===== config.mk =====
export PLATFORM = sky130hd
export DESIGN_NAME = scrc_top
export DESIGN_NICKNAME = d
export VERILOG_FILES = /design/src/core/scrc_pkg.sv /design/src/core/scrc_top.sv
export SDC_FILE = /design/constraint.sdc
export NUM_CORES = 1
export LEC_CHECK = 0
export BUFFER_PORTS_ARGS = -buffer_cell sky130_fd_sc_hd__buf_2
export CORE_MARGIN = 4
export CORE_UTILIZATION = 30
export CTS_CLUSTER_SIZE = 8
export DETAILED_ROUTE_END_ITERATION = 7
export GPL_TIMING_DRIVEN = 0
export PLACE_DENSITY = 0.5
export RECOVER_POWER = 50
export SYNTH_ARGS = -nofsm -noshare
export SYNTH_HDL_FRONTEND = slang
export SYNTH_SLANG_ARGS = --single-unit

===== constraint.sdc =====
create_clock -name clk_sys -period 2.45 [get_ports clk_sys]
set_input_delay 0.49 -clock clk_sys [delete_from_list [all_inputs] [get_ports clk_sys]]
set_output_delay 0.49 -clock clk_sys [all_outputs]
set_load 0.05 [all_outputs]

===== src/core/scrc_pkg.sv =====
// constants, field positions and types of the reset and clock controller
package scrc_pkg;

    ////////////////////////////////////////////////////////////////////////
    // register byte addresses
    localparam logic [31:0] OFS_RESET_GATE = 32'h40000018;
    localparam logic [31:0] OFS_CAUSE = 32'h4000001c;
    localparam logic [31:0] OFS_RMASK_A = 32'h40000020;
    localparam logic [31:0] OFS_RMASK_B = 32'h40000024;
    localparam logic [31:0] OFS_FEN_A = 32'h40000028;
    localparam logic [31:0] OFS_FEN_B = 32'h4000002c;
    localparam logic [31:0] OFS_CGATE_A = 32'h40000030;
    localparam logic [31:0] OFS_CGATE_B = 32'h40000034;
    localparam logic [31:0] OFS_OSC = 32'h40000040;
    localparam logic [31:0] OFS_CLKSEL = 32'h40000044;
    localparam logic [31:0] OFS_MON = 32'h40000048;

    ////////////////////////////////////////////////////////////////////////
    // reset values
    localparam logic [7:0] RST_RESET_GATE = 8'h49;
    localparam logic [7:0] RST_CAUSE = 8'h80;
    localparam logic [31:0] RST_RMASK_A = 32'h03ff1f1f;
    localparam logic [31:0] RST_RMASK_B = 32'h00f30f33;
    localparam logic [31:0] RST_FEN_A = 32'h0000000f;
    localparam logic [31:0] RST_FEN_B = 32'h00000101;
    localparam logic [31:0] RST_CGATE_A = 32'h0000000f;
    localparam logic [31:0] RST_CGATE_B = 32'h00000101;
    localparam logic [7:0] RST_OSC = 8'h20;
    localparam logic [7:0] RST_CLKSEL = 8'h00;
    localparam logic [15:0] RST_MON = 16'h0090;

    ////////////////////////////////////////////////////////////////////////
    // implemented and writable bits
    localparam logic [7:0] GATE_BITS = 8'h7f;
    localparam logic [31:0] BANK_A_BITS = 32'h030f0f1f;
    localparam logic [31:0] BANK_B_BITS = 32'h00f30f33;
    localparam logic [31:0] FEN_A_BITS = 32'h030f0f10;
    localparam logic [31:0] FEN_A_FIXED = 32'h0000000f;
    localparam logic [7:0] OSC_BITS = 8'h3f;
    localparam logic [7:0] CLKSEL_BITS = 8'h07;
    localparam logic [15:0] MON_RW_BITS = 16'h80cc;

    ////////////////////////////////////////////////////////////////////////
    // field positions
    localparam int CAUSE_POWER_ON = 7;
    localparam int CAUSE_MAIN_FAIL = 2;
    localparam int CAUSE_XTAL_FAIL = 1;
    localparam int OSC_RING_LSB = 4;
    localparam int OSC_INT_LSB = 2;
    localparam int OSC_XTAL_LSB = 0;
    localparam int PLL_IN_BIT = 2;
    localparam int MSEL_LSB = 0;
    localparam int MON_REC_OFF = 15;
    localparam int MON_M_WATCH = 7;
    localparam int MON_M_IRQ = 6;
    localparam int MON_M_PEND = 5;
    localparam int MON_M_PRES = 4;
    localparam int MON_X_WATCH = 3;
    localparam int MON_X_IRQ = 2;
    localparam int MON_X_PEND = 1;
    localparam int MON_X_RUN = 0;

    ////////////////////////////////////////////////////////////////////////
    // codes, timing and types
    localparam logic [1:0] MSEL_BYPASS = 2'b10;
    localparam logic [1:0] MSEL_PLL = 2'b11;
    localparam logic [2:0] SRC_RING = 3'b001;
    localparam logic [2:0] SRC_BYPASS = 3'b010;
    localparam logic [2:0] SRC_PLL = 3'b100;
    localparam logic [2:0] SRC_NONE = 3'b000;
    localparam int CLK_PERIOD_NS = 10;
    localparam int SWITCH_GAP_NS = 20;
    localparam int SWITCH_GAP_CYC =
        (SWITCH_GAP_NS + CLK_PERIOD_NS - 1) / CLK_PERIOD_NS;
    localparam logic [1:0] SWITCH_GAP_LAST = 2'(SWITCH_GAP_CYC - 1);
    localparam logic [2:0] LOSS_REF_LAST = 3'h3;

    typedef enum logic [0:0]
    {
        SW_RUN = 1'b0,
        SW_GAP = 1'b1
    } scrc_switch_state_t;

endpackage


===== src/core/scrc_top.sv =====
// reset cause, peripheral reset and clock gating, oscillator and clock
// selection, clock monitor with fallback to the ring oscillator
//
// How it works
// eight reset cause flags, power-on at top
// writing one clears a cause flag
// reset mask bit lets event reset through
// bank a mask: timers, ports, dma, system
// bank b mask: analog, pwm, uart, i2c, spi
// function enable zero holds peripheral in reset
// bank a enables share mask positions
// clock gate bit zero stops peripheral clock
// three oscillator fields: off, on, halved
// pll input: internal zero, crystal one
// main select: ring, bypass, pll output
// software keeps both oscillators up first
// monitor counts ring oscillator reference edges
// main clock watch, irq enable, pending
// crystal watch, irq enable, pending
// pending reads one, write one clears
// main failure forces ring unless recovery off
// live main present and crystal running
// disabled reset sources never reach generator
// monitored failure reset sets its cause
// clock source switches break before make
module scrc_top
(
    input wire logic clk_sys,
    input wire logic reset_n,
    input wire logic clkEn,
    input wire logic [31:0] regAddr,
    input wire logic [31:0] regWrData,
    input wire logic regWrite,
    input wire logic regRead,
    output logic [31:0] regRdData,
    input wire logic pinResetIn,
    input wire logic cpuResetReq,
    input wire logic softwareResetReq,
    input wire logic watchdogResetReq,
    input wire logic brownoutIn,
    input wire logic ringOscIn,
    input wire logic mainClockIn,
    input wire logic crystalIn,
    output logic eventReset,
    output logic [31:0] periphResetA,
    output logic [31:0] periphResetB,
    output logic [31:0] periphClockGateA,
    output logic [31:0] periphClockGateB,
    output logic [1:0] ringOscCtrl,
    output logic [1:0] internalOscCtrl,
    output logic [1:0] crystalOscCtrl,
    output logic pllInputSelect,
    output logic [2:0] mainClockSource,
    output logic mainClockFailIrq,
    output logic crystalFailIrq
);
    import scrc_pkg::*;

    ////////////////////////////////////////////////////////////////////////
    // input synchronisers: bit order ring, main, crystal, then the
    // five reset requests; stage one feeds stage two only
    logic [7:0] asyncIn;
    logic [7:0] syncA_reg;
    logic [7:0] syncB_reg;
    logic [7:0] syncLast_reg;
    logic [7:0] syncRise;

    assign asyncIn = {brownoutIn, watchdogResetReq, softwareResetReq,
                      cpuResetReq, pinResetIn, crystalIn, mainClockIn,
                      ringOscIn};

    genvar gi;
    generate
        for (gi = 0; gi < 8; gi++)
        begin : g_sync
            always_ff @(posedge clk_sys)
            begin
                if (!reset_n)
                begin
                    syncA_reg[gi] <= 1'b0;
                    syncB_reg[gi] <= 1'b0;
                    syncLast_reg[gi] <= 1'b0;
                end
                else if (clkEn)
                begin
                    syncA_reg[gi] <= asyncIn[gi];
                    syncB_reg[gi] <= syncA_reg[gi];
                    syncLast_reg[gi] <= syncB_reg[gi];
                end
            end
            assign syncRise[gi] = syncB_reg[gi] & ~syncLast_reg[gi];
        end
    endgenerate

    ////////////////////////////////////////////////////////////////////////
    // registers
    logic [7:0] resetGate_reg;
    logic [7:0] cause_reg;
    logic [7:0] cause_next;
    logic [31:0] rmaskA_reg;
    logic [31:0] rmaskB_reg;
    logic [31:0] fenA_reg;
    logic [31:0] fenB_reg;
    logic [31:0] cgateA_reg;
    logic [31:0] cgateB_reg;
    logic [7:0] osc_reg;
    logic [7:0] clkSel_reg;
    logic [15:0] monCtrl_reg;
    logic mainPend_reg;
    logic mainPend_next;
    logic xtalPend_reg;
    logic xtalPend_next;

    // address decode
    logic hitGate;
    logic hitCause;
    logic hitRmaskA;
    logic hitRmaskB;
    logic hitFenA;
    logic hitFenB;
    logic hitCgateA;
    logic hitCgateB;
    logic hitOsc;
    logic hitClkSel;
    logic hitMon;
    assign hitGate = regAddr == OFS_RESET_GATE;
    assign hitCause = regAddr == OFS_CAUSE;
    assign hitRmaskA = regAddr == OFS_RMASK_A;
    assign hitRmaskB = regAddr == OFS_RMASK_B;
    assign hitFenA = regAddr == OFS_FEN_A;
    assign hitFenB = regAddr == OFS_FEN_B;
    assign hitCgateA = regAddr == OFS_CGATE_A;
    assign hitCgateB = regAddr == OFS_CGATE_B;
    assign hitOsc = regAddr == OFS_OSC;
    assign hitClkSel = regAddr == OFS_CLKSEL;
    assign hitMon = regAddr == OFS_MON;

    ////////////////////////////////////////////////////////////////////////
    // clock monitor: channel 0 main clock, channel 1 crystal; a channel
    // is lost after LOSS_REF_LAST+1 ring edges with no edge of its own
    logic [1:0] chanRise;
    logic [1:0] chanWatch;
    logic [1:0] chanPresent_reg;
    logic [1:0] chanLoss;
    logic [2:0] refCount_reg [2];
    logic ringRise;

    assign ringRise = syncRise[0];
    assign chanRise = syncRise[2:1];
    assign chanWatch = {monCtrl_reg[MON_X_WATCH], monCtrl_reg[MON_M_WATCH]};

    generate
        for (gi = 0; gi < 2; gi++)
        begin : g_mon
            logic atLimit;
            assign atLimit = refCount_reg[gi] == LOSS_REF_LAST;
            // loss is reported once, on the present-to-absent step
            assign chanLoss[gi] = ringRise & ~chanRise[gi] & atLimit
                                  & chanPresent_reg[gi] & chanWatch[gi];
            always_ff @(posedge clk_sys)
            begin
                if (!reset_n)
                begin
                    refCount_reg[gi] <= 3'h0;
                    chanPresent_reg[gi] <= 1'b1;
                end
                else if (clkEn)
                begin
                    if (chanRise[gi])
                    begin
                        refCount_reg[gi] <= 3'h0;
                        chanPresent_reg[gi] <= 1'b1;
                    end
                    else if (ringRise)
                    begin
                        if (atLimit)
                            chanPresent_reg[gi] <= 1'b0;
                        else
                            refCount_reg[gi] <= refCount_reg[gi] + 3'h1;
                    end
                end
            end
        end
    endgenerate

    ////////////////////////////////////////////////////////////////////////
    // reset events: only enabled sources go on, monitored losses take
    // the two clock-fail slots
    logic [7:0] rawEvent;
    logic [7:0] gatedEvent;
    logic anyEvent;
    assign rawEvent = {1'b0, syncRise[3], syncRise[4], syncRise[5],
                       syncRise[6], chanLoss[0], chanLoss[1], syncRise[7]};
    assign gatedEvent = rawEvent & resetGate_reg & GATE_BITS;
    assign anyEvent = |gatedEvent;

    // set wins over a clear in the same cycle
    logic [7:0] causeClr;
    assign causeClr = (regWrite & hitCause) ? regWrData[7:0] : 8'h00;
    assign cause_next = (cause_reg & ~causeClr) | gatedEvent;

    logic mainPendClr;
    logic xtalPendClr;
    assign mainPendClr = regWrite & hitMon & regWrData[MON_M_PEND];
    assign xtalPendClr = regWrite & hitMon & regWrData[MON_X_PEND];
    assign mainPend_next = (mainPend_reg & ~mainPendClr) | chanLoss[0];
    assign xtalPend_next = (xtalPend_reg & ~xtalPendClr) | chanLoss[1];

    ////////////////////////////////////////////////////////////////////////
    // peripheral reset and clock gate outputs
    logic [31:0] fenAEff;
    logic [31:0] resetA_next;
    logic [31:0] resetB_next;
    assign fenAEff = (fenA_reg & FEN_A_BITS) | FEN_A_FIXED;
    assign resetA_next = ((~fenAEff)
        | (rmaskA_reg & {32{anyEvent}})) & BANK_A_BITS;
    assign resetB_next = ((~fenB_reg)
        | (rmaskB_reg & {32{anyEvent}})) & BANK_B_BITS;

    ////////////////////////////////////////////////////////////////////////
    // main clock source: fallback overrides software's choice
    logic recoverNow;
    logic [1:0] mselCode;
    logic [2:0] targetSrc;
    assign recoverNow = ~monCtrl_reg[MON_REC_OFF] & mainPend_reg;
    assign mselCode = clkSel_reg[MSEL_LSB +: 2];
    assign targetSrc = recoverNow ? SRC_RING
        : (mselCode == MSEL_PLL) ? SRC_PLL
        : (mselCode == MSEL_BYPASS) ? SRC_BYPASS
        : SRC_RING;

    // break before make: all sources off for the gap, then the new one;
    // costs a few cycles of no clock but never a runt pulse
    scrc_switch_state_t swState_reg;
    scrc_switch_state_t swState_next;
    logic [1:0] gapCount_reg;
    logic [1:0] gapCount_next;
    logic [2:0] source_next;
    always_comb
    begin
        swState_next = swState_reg;
        gapCount_next = gapCount_reg;
        source_next = mainClockSource;
        unique case (swState_reg)
            SW_RUN:
            begin
                if (targetSrc != mainClockSource)
                begin
                    source_next = SRC_NONE;
                    gapCount_next = 2'h0;
                    swState_next = SW_GAP;
                end
            end
            SW_GAP:
            begin
                if (gapCount_reg == SWITCH_GAP_LAST)
                begin
                    source_next = targetSrc;
                    swState_next = SW_RUN;
                end
                else
                    gapCount_next = gapCount_reg + 2'h1;
            end
        endcase
    end

    ////////////////////////////////////////////////////////////////////////
    // read mux; unmapped addresses read zero
    logic [15:0] monRead;
    logic [31:0] rdMux;
    assign monRead = (monCtrl_reg & MON_RW_BITS)
        | ({15'h0, mainPend_reg} << MON_M_PEND)
        | ({15'h0, xtalPend_reg} << MON_X_PEND)
        | ({15'h0, chanPresent_reg[0]} << MON_M_PRES)
        | ({15'h0, chanPresent_reg[1]} << MON_X_RUN);
    assign rdMux = hitGate ? {24'h0, resetGate_reg & GATE_BITS}
        : hitCause ? {24'h0, cause_reg}
        : hitRmaskA ? rmaskA_reg & BANK_A_BITS
        : hitRmaskB ? rmaskB_reg & BANK_B_BITS
        : hitFenA ? fenAEff
        : hitFenB ? fenB_reg & BANK_B_BITS
        : hitCgateA ? (cgateA_reg & FEN_A_BITS) | FEN_A_FIXED
        : hitCgateB ? cgateB_reg & BANK_B_BITS
        : hitOsc ? {24'h0, osc_reg & OSC_BITS}
        : hitClkSel ? {24'h0, clkSel_reg & CLKSEL_BITS}
        : hitMon ? {16'h0, monRead}
        : 32'h0;

    ////////////////////////////////////////////////////////////////////////
    // software registers; masks write reserved bits as zero
    always_ff @(posedge clk_sys)
    begin
        if (!reset_n)
        begin
            resetGate_reg <= RST_RESET_GATE;
            rmaskA_reg <= RST_RMASK_A;
            rmaskB_reg <= RST_RMASK_B;
            fenA_reg <= RST_FEN_A;
            fenB_reg <= RST_FEN_B;
            cgateA_reg <= RST_CGATE_A;
            cgateB_reg <= RST_CGATE_B;
            osc_reg <= RST_OSC;
            clkSel_reg <= RST_CLKSEL;
            monCtrl_reg <= RST_MON;
        end
        else if (clkEn && regWrite)
        begin
            if (hitGate)
                resetGate_reg <= regWrData[7:0] & GATE_BITS;
            if (hitRmaskA)
                rmaskA_reg <= regWrData & BANK_A_BITS;
            if (hitRmaskB)
                rmaskB_reg <= regWrData & BANK_B_BITS;
            if (hitFenA)
                fenA_reg <= regWrData & FEN_A_BITS;
            if (hitFenB)
                fenB_reg <= regWrData & BANK_B_BITS;
            if (hitCgateA)
                cgateA_reg <= regWrData & FEN_A_BITS;
            if (hitCgateB)
                cgateB_reg <= regWrData & BANK_B_BITS;
            if (hitOsc)
                osc_reg <= regWrData[7:0] & OSC_BITS;
            if (hitClkSel)
                clkSel_reg <= regWrData[7:0] & CLKSEL_BITS;
            if (hitMon)
                monCtrl_reg <= regWrData[15:0] & MON_RW_BITS;
        end
    end

    ////////////////////////////////////////////////////////////////////////
    // status flags, switch state and outputs
    always_ff @(posedge clk_sys)
    begin
        if (!reset_n)
        begin
            cause_reg <= RST_CAUSE;
            mainPend_reg <= 1'b0;
            xtalPend_reg <= 1'b0;
            swState_reg <= SW_RUN;
            gapCount_reg <= 2'h0;
            mainClockSource <= SRC_RING;
            regRdData <= 32'h0;
            eventReset <= 1'b0;
            periphResetA <= 32'h0;
            periphResetB <= 32'h0;
            periphClockGateA <= 32'h0;
            periphClockGateB <= 32'h0;
            ringOscCtrl <= RST_OSC[OSC_RING_LSB +: 2];
            internalOscCtrl <= RST_OSC[OSC_INT_LSB +: 2];
            crystalOscCtrl <= RST_OSC[OSC_XTAL_LSB +: 2];
            pllInputSelect <= 1'b0;
            mainClockFailIrq <= 1'b0;
            crystalFailIrq <= 1'b0;
        end
        else if (clkEn)
        begin
            cause_reg <= cause_next;
            mainPend_reg <= mainPend_next;
            xtalPend_reg <= xtalPend_next;
            swState_reg <= swState_next;
            gapCount_reg <= gapCount_next;
            mainClockSource <= source_next;
            regRdData <= regRead ? rdMux : 32'h0;
            eventReset <= anyEvent;
            periphResetA <= resetA_next;
            periphResetB <= resetB_next;
            periphClockGateA <= (cgateA_reg & FEN_A_BITS) | FEN_A_FIXED;
            periphClockGateB <= cgateB_reg & BANK_B_BITS;
            ringOscCtrl <= osc_reg[OSC_RING_LSB +: 2];
            internalOscCtrl <= osc_reg[OSC_INT_LSB +: 2];
            crystalOscCtrl <= osc_reg[OSC_XTAL_LSB +: 2];
            pllInputSelect <= clkSel_reg[PLL_IN_BIT];
            mainClockFailIrq <= mainPend_reg & monCtrl_reg[MON_M_IRQ];
            crystalFailIrq <= xtalPend_reg & monCtrl_reg[MON_X_IRQ];
        end
    end

endmodule // scrc_top


==> summary.md, run 1 <==
| Metric | Value |
|---|---|
| Status | complete, no violations |
| Cell Int Power | 0.006792 W |
| Fin Setup TNS | 0 ns |
| Worst slew pin tran | 1.005 ns |
| Arrival @ worst endpoint | 2.71 ns |
| Area of the multi-input gates | 5169 sq um |
| Worst setup path class | primary input to flop |
| Area of the core | 34800 sq um |
| Die ar. | 38570 sq um |
| Total wire length | 39.15 mm |
| # H-tree levels | 2 |
| Top FF cell, synth | dfxtp_1 |
| Post-DP HPWL | 29.54 mm |
| CTS tree | done |
| Distinct cells, synth | 69 |
| Grt total ovfl | 0 |
| CTS Buf Count | 35 |
| Cell area power density | 702.2 nW/um^2 |
| Row cnt | 68 |
| Clk sink count | 236 |
| Final period utilization | 96.70% |
| 1st-pass router iterations | 5 |
| Hold Crit Start | pinResetIn |
| Crit path from | clkEn |
| Synth warn | 0 |
| WL per Instance | 19.85 um |
| Initial DRC Count | 762 |
| Data required, critical path | 2.79 ns |
| Seq cells post-synth | 236 |
| Worst-case clock buffer depth | 3 |
| Maximum vdd drop | 0.3671 mV |
| Pre-CTS setup slack | -0.7295 ns |
| Hold crit path type | primary input to flop |
| Yosys top cell area share | 43.24% |
| F_max | 422.1 MHz |
| I/O Pins | 250 |
| Clock network power share | 45.8% |
| Fin. max-slew vios | 0 |
| PortBufs | 159 |
| Post-route ant nets | 0 |
| Starting Density | 30.60% |
| First-pass GRT wire length | 57.53 mm |
| Via density | 4.924 |
| CP endpoint kind | flop |
| CTS Root Buffer Type | clkbuf_16 |
| Final worst slack | 0.08085 ns |
| Final Setup Violations | 0 |
| Overall power | 0.009312 W |
| Die W | 196.4 um |
| Die Ht | 196.4 um |
| Slew HR | 32.98% |
| Share of cells above drive strength 1 | 18.01% |
| Startpoint Class | primary input |
| Clock Skews | 0.02049 ns |
| Max reg flops | 23 |
| Vias in the first global route | 9126 |
| Largest net degree at the start of global routing | 11 |
| Net Sw Power | 0.002520 W |
| Synthesis-to-layout area growth | 24.55% |
| Worst-path fanout max | 10 |
| Clock-pin slew on the worst setup and hold paths | 0.05 ns |
| Synthesized instance count | 1226 |
| Reg area | 4785 sq um |
| Clk Latency, worst-skew pair | 0.51 ns |
| Mean Syn Cell Area | 8.685 sq um |
| Switch share | 27.06% |
| EDFF count, synth | 6 |
| Hold Fails Final Rpt | 0 |
| Final min period | 2.369 ns |
| Yosys top cell by area | dfxtp_1 |
| Ys async rst share | 0% |
| Gpl congestion | 0.9066 |
| Worst R2R Start | refCount_reg[0][0] |
| Reg power frac | 42.6% |
| Seq/Total Area, Yosys | 44.94% |
| # DRC | 0 |
| Synth area leaders | dfxtp_1, mux2i_1, nand2_1 |
| Global Route Usage Sum | 19.33% |
| Fin Hold WS | 0.2274 ns |
| Synth Cell Area | 10650 sq um |
| Nets | 1593 |
| Comb pwr share | 11.6% |
| Pleak | 5.637 nW |
| Routed via count | 9711 |
| Initial antenna violation count | 0 |
| Fill count | 3681 |
| Max_cap viols | 0 |
[worst paths after layout]
path / endpoint / slack [ns] / cells past startpoint
worst min register to register: regRdData[23] / 0.46 / 2
worst max-delay path: periphResetB[22] / 0.08 / 7
worst max register to register: periphResetB[22] / 0.26 / 9
worst min-delay path: syncA_reg[3] / 0.23 / 3
[routing by layer]
| layer | wire length [um] | vias to the layer above | global-route usage, % |
|---|---|---|---|
| met3 | 2809 | 42 | 3.419 |
| met5 | 0 | - | 0 |
| met1 | 17440 | 4647 | 26.69 |
| met4 | 680 | 0 | 4.008 |
| met2 | 18220 | 353 | 31.97 |
| li1 | - | 4669 | - |
[synth_stat cells (4+ instances only)]
cell type	count
dfxtp_1	230
nor4_2	5
a32oi_1	4
mux2i_1	77
a22oi_1	13
a221oi_1	7
nor3_1	14
inv_1	17
a221o_1	5
nor2b_1	15
buf_1	5
o221a_2	5
a2bb2oi_1	5
nand2b_1	5
a21oi_1	119
ha_1	5
nand2_1	200
buf_6	7
mux2_2	5
o211ai_1	17
buf_4	83
o21ai_0	21
and2_1	7
or3_1	6
nor4_4	10
a222oi_1	12
nor2_1	157
edfxtp_1	6
nand3_1	45
clkbuf_1	49
buf_2	9
[metrics by stage]
step	util, %	std cells	area (sq um)
after floorplan	-	1304	10940
after global placement	35.36	1918	12310
after detailed placement	35.36	1918	12310
after CTS	38.15	1961	13270
after global routing	38.10	1971	13260
final	38.11	1972	13260
[layout make-up]
cell class / instances / area share (%)
inverters: 18 / 0.5095
diodes: 1 / 0.01887
multi-input cells: 896 / 38.98
plain buffers: 154 / 7.284
well taps: 455 / 4.293
clock inverters: 3 / 0.2264
clock buffers: 39 / 6.878
repair buffers: 170 / 5.736
flip-flops and latches: 236 / 36.08
[power by group through the flow]
stage | Sequential (W) | Clock [W] | Combinational (W)
after floorplan | 0.00417 | 0 | 0.000652
after global placement | 0.00404 | 0 | 0.00107
after detailed placement | 0.00404 | 0 | 0.00108
after CTS | 0.00396 | 0.00436 | 0.00108
after global routing | 0.00397 | 0.00453 | 0.00114
final | 0.00397 | 0.00427 | 0.00108
[kinds of logic after synthesis]
kind of cell	synth area share, %
simple gates	22.73
flops	44.94
compound gates	13.92
buf+inv	9.600
mux	8.190
fa+ha+maj	0.5875
other cells	0.03522
[worst max-delay path, stage by stage]
cell and delay, ns:
buf_2 0.15, clkbuf_1 0.51, clkbuf_1 0.60, buf_1 0.61, a21oi_1 0.13, a21oi_1 0.15
nor2_1 0.06
[cell usage in the layout, fill, tap and decap left out, types with 6 or more instances in the layout]
| master | netlist | routed |
|---|---|---|
| buf_2 | 9 | 74 |
| mux2i_1 | 77 | 77 |
| conb_1 | 1 | 79 |
| nor4_4 | 10 | 10 |
| a21oi_1 | 119 | 119 |
| o21ai_0 | 21 | 20 |
| o211ai_1 | 17 | 17 |
| dfxtp_1 | 230 | 230 |
| nor2_1 | 157 | 157 |
| buf_4 | 83 | 94 |
| a22oi_1 | 13 | 13 |
| nor4_2 | 5 | 6 |
| and2_1 | 7 | 7 |
| a221oi_1 | 7 | 7 |
| inv_1 | 17 | 17 |
| clkbuf_2 | 1 | 10 |
| edfxtp_1 | 6 | 6 |
| clkbuf_16 | 0 | 36 |
| nand3_1 | 45 | 45 |
| or3_1 | 6 | 6 |
| nand2_1 | 200 | 199 |
| clkbuf_1 | 49 | 138 |
| a222oi_1 | 12 | 12 |
| nor3_1 | 14 | 12 |
| buf_6 | 7 | 6 |
| nor2b_1 | 15 | 15 |
[timing repair]
action	CTS	global route
resized for setup	8	15
hold buffers	0	0
buffers inserted	1	10
endpoints found under the setup margin	65	133
pin swaps	1	4
(Power assumes the default switching activity.)
==> run 2, diff against run 1 <==
- clock period: 2.45 -> 2.3 ns (I/O delays scaled with it)
==> run 2 against run 1 <==
  * Cell count decreased by 0.10%
  * Core utilization increased by 0.050 points
  * Global-route usage barely moved
  * Flip-flop and latch count stayed put
  * Power rose by 6.6%
  * Sequential share of layout area is essentially flat
  * Clock-buffer cell count is the same
  * Clock power up 6.6%
  * Sequential power grew 6.3%
==> summary.md, run 2 (same netlist as run 1, synthesis figures left out) <==
| Metric | Value |
|---|---|
| Status | complete, no violations |
| Die Ht | 196.4 um |
| Fin cells | 1970 |
| First-pass GRT wire length | 57.63 mm |
| I/O Pins | 250 |
| RSZ-0062 raised after global routing | false |
| M1 WL | 17.12 mm |
| 1st-pass router iterations | 6 |
| # H-tree levels | 2 |
| Total wire length | 39.12 mm |
| Grt total ovfl | 0 |
| Worst slew pin tran | 0.9932 ns |
| Cell area power density | 747.6 nW/um^2 |
| Max Used Layer | met5 |
| CP endpoint kind | flop |
| Final worst slack | 0.1288 ns |
| Slowest stage delay, CP | 0.57 ns |
| CTS Buf Count | 35 |
| Design Area, Final | 13280 sq um |
| Final min period | 2.171 ns |
| Maximum vdd drop | 0.3898 mV |
| # DRC | 0 |
| Synthesis-to-layout area growth | 24.71% |
| DR WL met3 | 3.062 mm |
| Fin. max-slew vios | 0 |
| Global Route Usage Sum | 19.37% |
| PortBufs | 159 |
| Hold crit path type | primary input to flop |
| Pre-CTS setup slack | -0.8495 ns |
| CTS tree | done |
| Post-DP HPWL | 29.54 mm |
| Clk Latency, worst-skew pair | 0.51 ns |
| Worst setup path class | primary input to flop |
| Met2 WL post-DR | 18.32 mm |
| Fin Setup TNS | 0 ns |
| Share of cells above drive strength 1 | 18.43% |
| CTS Root Buffer Type | clkbuf_16 |
| F_max | 460.6 MHz |
| DP Area | 12310 sq um |
| Nets | 1591 |
| Fin Hold WS | 0.1981 ns |
| Clock Skews | 0.02181 ns |
| Initial antenna violation count | 1 |
| Hold Fails Final Rpt | 0 |
| Routed via count | 9731 |
| Final period utilization | 94.40% |
| Startpoint Class | primary input |
| Data required, critical path | 2.63 ns |
| Post-route ant nets | 0 |
| Final Setup Violations | 0 |
| Cell breakdown of the critical path | buf_2 -> nor4_4 -> nand4_4 -> buf_6 -> nor4_2 -> nand2_2 -> nand2_1 -> o211ai_1 |
| Worst-case clock buffer depth | 3 |
| Initial DRC Count | 770 |
| Starting Density | 30.60% |
| Cells after DPL | 1918 |
| Vias in the first global route | 9151 |
| Max_cap viols | 0 |
| Max reg flops | 23 |
| Pleak | 5.645 nW |
| Commonest non-fill, non-tap cell in the layout | dfxtp_1 |
| Die ar. | 38570 sq um |
| Largest net degree at the start of global routing | 11 |
| Slew HR | 33.79% |
| Area of the core | 34800 sq um |
| Clk sink count | 236 |
| Via density | 4.940 |
| Die W | 196.4 um |
| Worst-path fanout max | 10 |
| Arrival @ worst endpoint | 2.50 ns |
| WL per Instance | 19.86 um |
| CTS Hold Bufs | 0 |
| Highest-count cells in the layout ignoring fill and taps | dfxtp_1, nand2_1, nor2_1, clkbuf_1, a21oi_1 |
| Clock-pin slew on the worst setup and hold paths | 0.05 ns |
| Row cnt | 68 |
| Gpl congestion | 0.9066 |
| Slowest cell on crit path | nor4_2 |
-- run 2: repair_timing --
| action | in CTS | in global routing |
|---|---|---|
| endpoints found under the setup margin | 126 | 147 |
| resized for setup | 18 | 25 |
| buffers inserted | 4 | 5 |
| pin swaps | 3 | 2 |
-- run 2: path summary, 6_finish.rpt --
path	from	endpoint	slack (ns)	depth (start not counted)
worst max-delay path	regAddr[31]	resetGate_reg[0]	0.13	8
worst min-delay path	pinResetIn	syncA_reg[3]	0.20	3
worst max register to register	refCount_reg[0][0]	periphResetB[8]	0.15	9
worst min register to register	regRdData[23]	regRdData[23]	0.46	2
-- run 2: layout make-up --
class                           count  area (sq um)
Buffer                            154         988.4
Timing Repair Buffer              168         745.7
Inverter                           18         67.56
Clock buffer                       39         912.1
Antenna cell                        1         2.502
Sequential cell                   236          4785
Fill cell                        3681         21520
Clock inverter                      3         30.03
Tap cell                          455         569.3
Multi-Input combinational cell    896          5179
-- run 2: where the power goes --
| group | leakage (nW) | switching, W | internal, W |
|---|---|---|---|
| registers | 1.93 | 0.0000455 | 0.00418 |
| clock network | 0.463 | 0.00178 | 0.00277 |
| logic | 3.25 | 0.000865 | 0.000284 |
-- run 2: per-stage QoR --
stage / util [%] / total power (W)
after floorplan: - / 0.005132
after global placement: 35.36 / 0.005448
after detailed placement: 35.36 / 0.005452
after CTS: 38.30 / 0.01002
after global routing: 38.15 / 0.01027
final: 38.16 / 0.009928
-- run 2: routing by layer --
layer / vias to the layer above / GRT usage [%]
li1: 4664 / -
met1: 4627 / 26.75
met5: - / 0
met2: 390 / 31.86
met4: 2 / 4.163
met3: 48 / 3.504
-- run 2: critical path, delay by kind of cell --
family                 cells  cell delay, ns
AND/OR/NAND/NOR            5            1.59
AO/OA/AOI/OAI              1            0.09
buffers and inverters      2            0.36
==> run 3, diff against run 2 <==
- REMOVE_ABC_BUFFERS: not set -> 1
==> run 3 against run 2 <==
  * Sequential share of layout area rose by 1.5 points
  * Clock-buffer cell count rose by 1
  * Setup slack improved by 0.0041 ns
  * First-iteration DRC count fell by 19%
  * Clock power barely moved
  * Routed wire length fell by 13%
  * Non-clock buffer count fell by 125
  * Global-route usage fell by 2.4 points
  * Critical path type unchanged
  * Largest cell class unchanged
==> summary.md, run 3 (same netlist as run 1, synthesis figures left out) <==
| Metric | Value |
|---|---|
| Status | complete, no violations |
| Fin. max-slew vios | 0 |
| Final Setup Violations | 0 |
| First-pass GRT wire length | 52.14 mm |
| Overall power | 0.009753 W |
| Crit path from | clkEn |
| Die Ht | 196.4 um |
| Commonest non-fill, non-tap cell in the layout | dfxtp_1 |
| Via density | 4.930 |
| RSZ-0062 raised after global routing | false |
| Vias in the first global route | 8625 |
| Die W | 196.4 um |
| Reg2reg path depth | 9 |
| Starting Density | 30.60% |
| Worst slew pin tran | 0.7315 ns |
| Gpl congestion | 0.8277 |
| Grt total ovfl | 0 |
| Largest net degree at the start of global routing | 98 |
| Worst R2R Start | refCount_reg[0][0] |
| CP endpoint | rmaskA_reg[25] |
| Arrival @ worst endpoint | 2.59 ns |
| Total wire length | 34.09 mm |
| Hold crit path type | primary input to flop |
| FF-to-FF setup slack | 0.21 ns |
| Initial DRC Count | 625 |
| Highest-count cells in the layout ignoring fill and taps | dfxtp_1, nand2_1, nor2_1, a21oi_1, clkbuf_1 |
| I/O Pins | 250 |
| DP Area | 11490 sq um |
| # H-tree levels | 2 |
| Row cnt | 68 |
| Worst-path fanout max | 83 |
| Fin Hold WS | 0.2038 ns |
| Fill count | 3647 |
| F_max | 461.5 MHz |
| Fin Setup TNS | 0 ns |
| Maximum vdd drop | 0.4170 mV |
| Cell breakdown of the critical path | buf_8 -> and2_1 -> and2_1 -> nand2_1 -> nand3_1 |
| R2R Path End | periphResetA[10] |
| Post-DP HPWL | 22.50 mm |
| Synthesis-to-layout area growth | 19.82% |
| Share of cells above drive strength 1 | 14.76% |
| Final min period | 2.167 ns |
| CP most frequent cell | and2_1 |
| Max_cap viols | 0 |
| Final period utilization | 94.22% |
| Data required, critical path | 2.73 ns |
| WL per Instance | 18.48 um |
| Pleak | 5.282 nW |
| CP endpoint kind | flop |
| Routed via count | 9095 |
| Final cell utilization of the core | 36.66% |
| Clock-pin slew on the worst setup and hold paths | 0.05 ns |
| Initial antenna violation count | 0 |
| PortBufs | 161 |
| Clock Skews | 0.01101 ns |
| Design Area, Final | 12760 sq um |
| Global Route Usage Sum | 16.98% |
| Clk Latency, worst-skew pair | 0.49 ns |
| Slew HR | 51.10% |
| Post-route ant nets | 0 |
| Cell area power density | 764.4 nW/um^2 |
| Startpoint Class | primary input |
| Die ar. | 38570 sq um |
| Worst setup path class | primary input to flop |
| CTS tree | done |
| Worst-case clock buffer depth | 3 |
| Clk sink count | 236 |
| Nets | 1467 |
| Max reg flops | 23 |
| CTS Buf Count | 35 |
| Hold Fails Final Rpt | 0 |
| 1st-pass router iterations | 7 |
| Slowest cell on crit path | and2_1 |
| Area of the core | 34800 sq um |
| Slowest stage delay, CP | 0.67 ns |
| CTS Root Buffer Type | clkbuf_16 |
| # DRC | 0 |
==> run 3: changes by cell type in the layout (fill, tap and decap cells not counted), sizes merged <==
cell           before  now
inv                18   17
clkdlybuf4s15       1    0
clkbuf            189  134
buf               171  103
nand4               4    5
clkinv              3    2
==> run 3: worst min path at each step <==
| stage | startpoint | to | slack (ns) | depth (start not counted) |
|---|---|---|---|---|
| 2_1_floorplan | cause_reg[7] | cause_reg[7] | 0.44 | 2 |
| 5_1_grt | brownoutIn | syncA_reg[7] | 0.20 | 3 |
| 3_3_place_gp | regRdData[22] | regRdData[22] | 0.44 | 2 |
| 4_1_cts | softwareResetReq | syncA_reg[5] | 0.19 | 3 |
| 3_5_place_dp | regRdData[22] | regRdData[22] | 0.45 | 2 |
| 6_report | softwareResetReq | syncA_reg[5] | 0.20 | 3 |
==> run 3: critical path, delay by kind of cell <==
kind	cells	cell delay, ns
buffers and inverters	1	0.49
and+or+nand+nor	4	1.53
==> run 3: area by class of cell <==
type	instances	area, sq um	share of cell area [%]
Clock buffer	40	937.1	7.345
Inverter	18	77.57	0.6080
Tap cell	455	569.3	4.462
Antenna cell	1	2.502	0.01961
Clock inverter	1	5.005	0.03923
Sequential cell	236	4785	37.50
Timing Repair Buffer	197	1097	8.601
Multi-Input combinational cell	897	5285	41.42
==> run 3: metrics by stage <==
stage / std cells / worst slack [ns]
after global routing: 1844 / 0.01088
after floorplan: 1150 / -1.317
after CTS: 1831 / 0.002129
after global placement: 1766 / -6.521
final: 1845 / 0.1330
after detailed placement: 1771 / -1.656
==> run 3: power by group <==
part           total (W)  internal (W)  leakage, nW  switching [W]
sequential       0.00422       0.00418         1.93      0.0000392
combinational   0.000986      0.000185         2.89       0.000801
clock            0.00455       0.00282        0.463        0.00173
total            0.00975       0.00719         5.28        0.00257
==> run 3: layer usage <==
layer | track usage (%) | routed length, um | up-vias
li1 | - | - | 4415
met1 | 23.10 | 15150 | 4327
met2 | 28.31 | 16230 | 308
met3 | 3.402 | 2224 | 45
met4 | 3.284 | 487 | 0
met5 | 0 | 0 | -
==> run 3: what timing repair did <==
action                                  4_1_cts  5_1_grt
resized for setup                            26        7
pin swaps                                     9        5
hold buffers                                  0        0
cloned                                        1        0
buffers inserted                             18       13
endpoints found under the hold margin         0        0
endpoints found under the setup margin      164       86
